File: src/common/dam_pkg.sv
// package: register map, field positions, reset values and carrier types
// Behaviour
// - datapath_config bit 4 set suppresses packet audio on the video pins, clear lets it out.
// - datapath_config bits 4..0 are reloaded from the remote serializer while bit 7 is clear.
// - datapath_config bit 7 set blocks forward-channel loading and keeps local values.
// - with receive mode bit 5 clear, bit 3 set makes the 4-channel audio enable follow bit 0, bit 3 clear forces it off.
// - datapath_config bit 2 set selects 18-bit video, clear selects 24-bit video.
// - surround audio in repeater mode with 18-bit video is unsupported and is refused.
// - datapath_config bit 1 set selects in-band audio transport, clear selects data-island.
// - with receive mode bit 5 clear and bit 3 set, datapath_config bit 0 set enables 4-channel audio, clear disables it.
// - with the fast bit clear, receive mode bit 6 picks 5 Mbps (0) or 10 Mbps (1).
// - receive mode bit 4 set runs the return link at 20 Mbps and ignores bit 6.
// - receive mode bit 5 enables automatic audio mode from aux codes and resets to 1.
// - the return link fast bit is loaded from the strap pin at reset.
// - receive mode bit 3 selects coax (1) or twisted pair (0) and is loaded from the strap.
// - receive mode bit 2 is read-only and reports the repeater strap.
package dam_pkg;
    // register indices; byte address is four times the index
    localparam logic [5:0] DATAPATH_CONFIG_IDX = 6'h22;
    localparam logic [5:0] RECEIVE_MODE_STATE_IDX = 6'h23;
    // datapath_config fields
    localparam int DPC_HOLD_BIT = 7;
    localparam int DPC_SUPPRESS_BIT = 4;
    localparam int DPC_OVR4_BIT = 3;
    localparam int DPC_V18_BIT = 2;
    localparam int DPC_INBAND_BIT = 1;
    localparam int DPC_FOURCH_BIT = 0;
    localparam logic [7:0] DPC_RESET = 8'h00;
    localparam logic [7:0] DPC_FC_MASK = 8'h1f;
    // receive_mode_state fields
    localparam int RMS_RATE_BIT = 6;
    localparam int RMS_AUTO_BIT = 5;
    localparam int RMS_FAST_BIT = 4;
    localparam int RMS_COAX_BIT = 3;
    localparam int RMS_RPT_BIT = 2;
    localparam logic RMS_RATE_RESET = 1'b0;
    localparam logic RMS_AUTO_RESET = 1'b1;

    typedef enum logic [1:0] {
        DAM_RATE_5M = 2'b00,
        DAM_RATE_10M = 2'b01,
        DAM_RATE_20M = 2'b10
    } dam_rate_type;

    // strap levels decoded from the strap pin
    typedef struct packed {
        logic fast;
        logic coax;
        logic repeater;
    } dam_strap_type;

    // forward-channel load from the remote serializer
    typedef struct packed {
        logic valid;
        logic [4:0] bits;
    } dam_fc_type;
endpackage

File: src/design/dam_regs.sv
// module: datapath and receive mode registers behind a wishbone slave
`timescale 1ns/100ps
module dam_regs (
    input wire logic clk_i,
    input wire logic rst_i,
    input wire logic cyc_i,
    input wire logic stb_i,
    input wire logic we_i,
    input wire logic [7:0] adr_i,
    input wire logic [3:0] sel_i,
    input wire logic [31:0] dat_i,
    output logic [31:0] dat_o,
    output logic ack_o,
    input wire dam_pkg::dam_strap_type strap_select_pin_i,
    input wire dam_pkg::dam_fc_type fc_load_i,
    input wire logic aux_code_valid_i,
    input wire logic aux_four_ch_i,
    output logic suppress_packet_audio_on_video_o,
    output logic four_ch_audio_o,
    output logic surround_refused_o,
    output logic video_18bit_o,
    output logic inband_audio_o,
    output dam_pkg::dam_rate_type return_link_rate_o,
    output logic coax_mode_o,
    output logic repeater_mode_o
);
    logic ack_q;
    logic [31:0] rdata_q;
    logic [7:0] dpc_q;
    logic rate_q;
    logic auto_q;
    logic fast_q;
    logic coax_q;
    logic rpt_q;
    logic aux4_q;

    // bus decode; writes land on the edge that the master sees ack
    wire req = cyc_i & stb_i;
    wire [5:0] idx = adr_i[7:2];
    wire hit_dpc = idx == dam_pkg::DATAPATH_CONFIG_IDX;
    wire hit_rms = idx == dam_pkg::RECEIVE_MODE_STATE_IDX;
    wire wr_now = req & we_i & ack_q & sel_i[0];
    wire wr_dpc = wr_now & hit_dpc;
    wire wr_rms = wr_now & hit_rms;
    wire hold = dpc_q[dam_pkg::DPC_HOLD_BIT];
    wire fc_take = fc_load_i.valid & ~hold;

    // receive mode view; reserved bits stay zero
    wire [7:0] rms_view = {1'b0, rate_q, auto_q, fast_q, coax_q, rpt_q, 2'b00};
    wire [7:0] rd_byte = hit_dpc ? dpc_q : (hit_rms ? rms_view : 8'h00);

    // forward load merges into the low five bits; software write wins
    wire [7:0] dpc_fc = (dpc_q & ~dam_pkg::DPC_FC_MASK) | {3'b000, fc_load_i.bits};
    wire [7:0] dpc_d = wr_dpc ? dat_i[7:0] : (fc_take ? dpc_fc : dpc_q);

    // ack for one cycle per request, read data sampled with it
    always_ff @(posedge clk_i) begin
        if (rst_i) begin
            ack_q <= 1'b0;
            rdata_q <= 32'h0000_0000;
        end else begin
            ack_q <= req & ~ack_q;
            rdata_q <= {24'h00_0000, rd_byte};
        end
    end

    // datapath_config storage
    always_ff @(posedge clk_i) begin
        if (rst_i) begin
            dpc_q <= dam_pkg::DPC_RESET;
        end else begin
            dpc_q <= dpc_d;
        end
    end

    // strap bits are caught while reset is held, sync reset makes that legal
    always_ff @(posedge clk_i) begin
        if (rst_i) begin
            fast_q <= strap_select_pin_i.fast;
            coax_q <= strap_select_pin_i.coax;
            rpt_q <= strap_select_pin_i.repeater;
        end else if (wr_rms) begin
            fast_q <= dat_i[dam_pkg::RMS_FAST_BIT];
            coax_q <= dat_i[dam_pkg::RMS_COAX_BIT];
        end
    end

    // rate select and auto audio, plus the last aux code seen
    always_ff @(posedge clk_i) begin
        if (rst_i) begin
            rate_q <= dam_pkg::RMS_RATE_RESET;
            auto_q <= dam_pkg::RMS_AUTO_RESET;
            aux4_q <= 1'b0;
        end else begin
            if (wr_rms) begin
                rate_q <= dat_i[dam_pkg::RMS_RATE_BIT];
                auto_q <= dat_i[dam_pkg::RMS_AUTO_BIT];
            end
            if (aux_code_valid_i) begin
                aux4_q <= aux_four_ch_i;
            end
        end
    end

    // audio mode: auto takes the aux code, else the override gates bit 0
    wire reg_four = dpc_q[dam_pkg::DPC_OVR4_BIT] & dpc_q[dam_pkg::DPC_FOURCH_BIT];
    wire want_four = auto_q ? aux4_q : reg_four;
    // surround cannot ride with 18-bit video in repeater mode
    wire no_surround = rpt_q & dpc_q[dam_pkg::DPC_V18_BIT];

    assign dat_o = rdata_q;
    assign ack_o = ack_q;
    assign suppress_packet_audio_on_video_o = dpc_q[dam_pkg::DPC_SUPPRESS_BIT];
    assign four_ch_audio_o = want_four & ~no_surround;
    assign surround_refused_o = want_four & no_surround;
    assign video_18bit_o = dpc_q[dam_pkg::DPC_V18_BIT];
    assign inband_audio_o = dpc_q[dam_pkg::DPC_INBAND_BIT];
    // fast overrides the select bit; rate changes glitch the link briefly
    assign return_link_rate_o = fast_q ? dam_pkg::DAM_RATE_20M :
        (rate_q ? dam_pkg::DAM_RATE_10M : dam_pkg::DAM_RATE_5M);
    assign coax_mode_o = coax_q;
    assign repeater_mode_o = rpt_q;
endmodule

File: config.mk
export PLATFORM = sky130hd
export DESIGN_NAME = dam_regs
export DESIGN_NICKNAME = d
export VERILOG_FILES = /design/src/common/dam_pkg.sv /design/src/design/dam_regs.sv
export SDC_FILE = /design/constraint.sdc
export NUM_CORES = 1
export LEC_CHECK = 0
export ABC_CLOCK_PERIOD_IN_PS = 2200
export BUFFER_PORTS_ARGS = -buffer_cell sky130_fd_sc_hd__buf_2
export CORE_UTILIZATION = 25
export CTS_BUF_LIST = sky130_fd_sc_hd__clkbuf_4 sky130_fd_sc_hd__clkbuf_8 sky130_fd_sc_hd__clkbuf_16
export CTS_CLUSTER_DIAMETER = 30
export CTS_CLUSTER_SIZE = 24
export DETAILED_ROUTE_END_ITERATION = 8
export GPL_TIMING_DRIVEN = 0
export PLACE_DENSITY = 0.53
export SETUP_SLACK_MARGIN = 0.4
export SYNTH_ARGS = -nofsm -noshare
export SYNTH_HDL_FRONTEND = slang
export SYNTH_SLANG_ARGS = --single-unit
File: constraint.sdc
create_clock -name clk_i -period 2.2 [get_ports clk_i]
set_clock_uncertainty 0.05 [all_clocks]
set_input_delay 0.11 -clock clk_i [delete_from_list [all_inputs] [get_ports clk_i]]
set_output_delay 0.11 -clock clk_i [all_outputs]
set_load 0.02 [all_outputs]
==> results.ini, run 1 <==
[detailed_routing]
num_vias=1019
drt_iter0_drc=72
avgRoutedWirePerCell_um=11.0
drtPass1Iterations=6
routed_via_density=4.06
drc=14
ant_nets=0
drt_wl_total_mm=2.75

[setup_path]
critPathArrivalTime_ns=1.63
reg2reg_depth=4
required_ns=2.29
start_kind=primary input
end_kind=register
critPathKind=in -> reg
cp_max_fo=10

[global_routing]
grt_max_degree=14
grt_pass1_vias=887
antenna_found_initial=0
grtUsageTotal_pct=10.9
grt_pass1_wl_mm=4.20
grt-ovfl-total=0

[pwr]
vdd_drop_max_v=0.000199
power_density_nw_per_um2=551
leakagePower_nw=0.821

[cells_and_area]
drive_above_1_share_pct=41.7
diodes=0
syn_to_final_growth_pct=38.5
nets=260
utilization_pct=36.7

[synth]
synth_warnings=0
synth_seq_cells=23
yosysTopAreaCell=dfxtp_1
synth_compound_area_share_pct=7.01
synth_edf_count=3
synth_area_um2=1180
netlist_top_cells_area=dfxtp_1 34%, buf_4 16%, mux2i_1 10%
synth_flop_cell=dfxtp_1
synth.avg_cell_area_um2=9.57
synth_common_cells=25 x buf_4, 20 x dfxtp_1, 12 x mux2i_1, 10 x nor2_1, 7 x nor3_1
yosysTopAreaCellShare_pct=34.0
synth_top_family_by_area=simple AND/OR/NAND/NOR gates
synth_fa_ha_area_share_pct=0
ys_types=25
synthXorXnorAreaFrac_pct=0
synth.area.mux_share_pct=12.1
syn_inst=123
seq_area_frac_synth_pct=41.7
synthArstFlopShare_pct=0
synth_most_common_cell=buf_4
yosys.area_share.simple_pct=20.8

[die]
start_util_pct=26.5
die_h_um=70.6
die_x_um=70.6
ios=102
fp-row-count=24
core_area_um2=4440
die_area_um2=4990

[clocking]
cts_made_buffers=3
cts_sinks=23
cts_tree=done
clock_latency_ns=0.27
path_clk_slew_ns=0.09
max-clock-path-buffers=2
cts-resized-gates=0
cts_max_level=1
root_buffer=clkbuf_8

[min_path]
hold_depth=3
hold_path_class=in -> reg

[timing]
layout_min_cycle_time_ns=1.54
hold_viol=0
finalMaxSlewViolations=0
fin_crit_sh_pct=70.0
rsz0062_at_grt=false
fmax_mhz=649
setup_viol=0
tns_ns=0

[status]
violations=DRC
status=finished, violations left

[flow_run]
drv_cap=0

[place]
dp_hpwl_mm=2.12
gp_congestion=0.697
portBuffers=47

==> report_power, final <==
| group | switching (W) | total [W] | internal [W] | leakage [nW] |
|---|---|---|---|---|
| combinational | 0.0000966 | 0.000176 | 0.0000799 | 0.603 |
| clock | 0.000147 | 0.000274 | 0.000127 | 0.0255 |
| sequential | 0.00000938 | 0.000448 | 0.000438 | 0.192 |
==> per-stage QoR <==
step	cell area [um2]	hold WS, ns	setup WS, ns	total power (W)	std cells
CTS	1630	0.0235	0.666	0.000899	251
global route	1630	0.0234	0.553	0.000931	251
global placement	1560	0.241	0.757	0.000629	245
detailed placement	1560	0.239	0.746	0.000631	245
finish	1630	0.0209	0.659	0.000898	251
floorplan	1260	0.159	0.776	0.000580	146
==> critical path, stage by stage <==
cell and delay [ns]:
dlygate4sd3_1 0.53, buf_2 0.11, clkbuf_1 0.34, clkbuf_1 0.45, nor3_1 0.10
==> path summary, 6_finish.rpt <==
path            startpoint  endpoint  slack, ns
max                  rst_i     ack_o       0.66
min          aux_four_ch_i    aux4_q       0.02
max reg2reg          ack_o  dpc_q[4]       0.75
min reg2reg          ack_o     ack_o       0.43
==> layer usage <==
layer / track usage (%) / share of wire, % / vias to the layer above
li1: - / - / 527
met1: 12.6 / 43 / 438
met2: 18.9 / 45 / 49
met3: 2.56 / 9.8 / 5
met4: 5.33 / 1.9 / 0
met5: 0 / 0 / -
==> cell type report <==
| type | count | area (um2) |
|---|---|---|
| inverters | 1 | 3.75 |
| repair buffers | 49 | 255 |
| clock inverters | 1 | 5.00 |
| clock buffers | 3 | 41.3 |
| multi-input cells | 92 | 561 |
| fillers | 479 | 2810 |
| plain buffers | 30 | 209 |
| well taps | 52 | 65.1 |
| flip-flops and latches | 23 | 490 |
==> layout by cell type, fill, tap and decap left out, drive strengths merged <==
cell,n
clkbuf,5
dfxtp,20
inv,1
or2,1
dlygate4sd3,2
clkinv,1
nand2,5
conb,24
buf,75
edfxtp,3
a21oi,6
o21ai,3
mux2i,12
nor4,1
nand4bb,1
nor2,10
nand3,4
a211oi,5
or3,2
and3,4
mux2,2
nor2b,3
nor3,8
nand4,1
==> logic make-up (layout without fill, tap and decap cells) <==
kind of cell / Yosys count / count (layout)
and+or+nand+nor: 40 / 40
buffers and inverters: 31 / 84
DFF: 23 / 23
AOI/OAI and AO/OA: 14 / 14
muxes: 14 / 14
other: 1 / 24
==> flip-flops by register name, summed over array words and instances (netlist names) <==
name,flops
dat_o,8
dpc_q,8
ack_o,1
auto_q,1
aux4_q,1
coax_mode_o,1
fast_q,1
rate_q,1
repeater_mode_o,1
==> what timing repair did <==
item,in CTS,in global routing
endpoints found under the hold margin,2,0
setup endpoints to repair,0,0
hold buffers,2,0
buffers inserted,0,0
(Power assumes the default switching activity.)
==> run 2: changes to the inputs <==
--- a/config.mk
+++ b/config.mk
@@ -5,7 +5,7 @@
 export SDC_FILE = /design/constraint.sdc
 export NUM_CORES = 1
 export LEC_CHECK = 0
-export ABC_CLOCK_PERIOD_IN_PS = 2200
+export ABC_CLOCK_PERIOD_IN_PS = 1600
 export BUFFER_PORTS_ARGS = -buffer_cell sky130_fd_sc_hd__buf_2
 export CORE_UTILIZATION = 25
 export CTS_BUF_LIST = sky130_fd_sc_hd__clkbuf_4 sky130_fd_sc_hd__clkbuf_8 sky130_fd_sc_hd__clkbuf_16
==> constraint.sdc (replaced) <==
create_clock -name clk_i -period 1.6 [get_ports clk_i]
set_clock_uncertainty 0.05 [all_clocks]
set_input_delay 0.08 -clock clk_i [delete_from_list [all_inputs] [get_ports clk_i]]
set_output_delay 0.08 -clock clk_i [all_outputs]
set_load 0.02 [all_outputs]
==> results.ini, run 2 (synthesis results as in run 1) <==
[status]
status=finished, violations left
violations=DRC

[cells_and_area]
layout_common_cells=48 x buf_2, 32 x buf_4, 24 x conb_1
syn_to_final_growth_pct=48.9
utilization_pct=39.4
diodes=0
nets=265
final_common_cell=buf_2
drive_above_1_share_pct=52.0

[clocking]
cts_made_buffers=3
root_buffer=clkbuf_8
cts_max_level=1
cts_sinks=23
path_clk_slew_ns=0.08
cts_tree=done
clock_latency_ns=0.26
max-clock-path-buffers=2

[setup_path]
r2r_setup_slack_ns=0.36
crit_family=simple AND/OR/NAND/NOR gates
reg2reg_depth=3
worstPathCellList=nand4_1 > nor4_4 > or2_1
end_kind=register
critPathArrivalTime_ns=1.17
r2r_start=ack_o
path_buf_inv=0
cp_max_fo=3
crit_path_start=ack_o
required_ns=1.53
slowest_stage=dfxtp_4
reg2reg_to=fast_q
start_kind=register
critPathKind=reg -> reg
cp_num_cells=3
max_stage_delay_ns=0.36
crit_end=fast_q

[detailed_routing]
avgRoutedWirePerCell_um=11.0
routed_via_density=4.04
drt_iter0_drc=34
drt_wl_total_mm=2.83
drc=12
drtPass1Iterations=6
ant_nets=0
num_vias=1033

[place]
portBuffers=47
gp_congestion=0.692
dp_hpwl_mm=2.19

[die]
start_util_pct=26.5
core_area_um2=4440
die_x_um=70.6
fp-row-count=24
die_area_um2=4990
die_h_um=70.6
ios=102

[pwr]
leakagePower_nw=0.861
power_density_nw_per_um2=713
vdd_drop_max_v=0.000306

[timing]
rsz0062_at_grt=true
finalMaxSlewViolations=0
max_slew_margin_pct=63.2
tns_ns=0
fin_crit_sh_pct=77.6
worst_pin_slew_ns=0.552
fmax_mhz=806
setup_viol=0
layout_min_cycle_time_ns=1.24
hold_viol=0

[min_path]
hold_path_class=in -> reg
min_from=aux_four_ch_i

[global_routing]
antenna_found_initial=0
grt-ovfl-total=0
grtUsageTotal_pct=11.6
grt_pass1_vias=960
grt_pass1_wl_mm=4.54
grt_max_degree=13

[flow_run]
drv_cap=0

## run 2: cell types whose count changed in the layout (fill, tap and decap cells not counted), sizes merged
| cell | change |
|---|---|
| clkbuf | +1 |
| clkinv | -1 |
| buf | +5 |
## run 2: worst register-to-register path, cell delays in order, from the launching register on
cell     delay [ns]
dfxtp_4        0.36
nand4_1        0.12
nor4_4         0.24
or2_1          0.19
## run 2: worst min path at each step
stage                                  to  slack, ns  depth (start not counted)
after global routing               aux4_q      0.008                          3
final                              aux4_q      0.004                          3
after CTS                          aux4_q      0.002                          3
after floorplan           repeater_mode_o       0.13                          0
after global placement    repeater_mode_o       0.21                          1
after detailed placement  repeater_mode_o       0.21                          1
## run 2: per-layer routing
metal	vias up	part of all wire, %	wire (um)	GRT usage [%]
li1	541	-	-	-
met1	439	44	1250	15.1
met2	50	44	1260	18.7
met3	3	11	301	3.28
met4	0	0.74	21	4.00
met5	-	0	0	0
## run 2: stage by stage
stage	instance area (um2)	hold slack [ns]	setup slack (ns)	instances	total power [W]
after global routing	1750	0.00783	0.305	256	0.00130
final	1750	0.00439	0.359	256	0.00125
after global placement	1570	0.208	0.219	245	0.000865
after detailed placement	1570	0.213	0.207	245	0.000866
after CTS	1700	0.00224	0.364	256	0.00126
after floorplan	1270	0.129	0.293	146	0.000796
## run 2: final cells by class
class,count,area [um2]
fillers,458,2690
multi-input cells,92,627
flip-flops and latches,23,500
repair buffers,54,298
plain buffers,30,210
well taps,52,65.1
clock buffers,4,48.8
inverters,1,3.75
## run 2: what timing repair did
action                     4_1_cts  5_1_grt
hold endpoints to repair         2        0
gates resized for setup          9       12
hold buffers                     2        0
pin swaps                        4        2
setup endpoints to repair       13       14
buffers inserted                 5        0
## run 2: report_power, final
part | internal (W) | total (W) | switching [W]
sequential | 0.000600 | 0.000613 | 0.0000125
clock | 0.000195 | 0.000377 | 0.000182
combinational | 0.000119 | 0.000260 | 0.000141
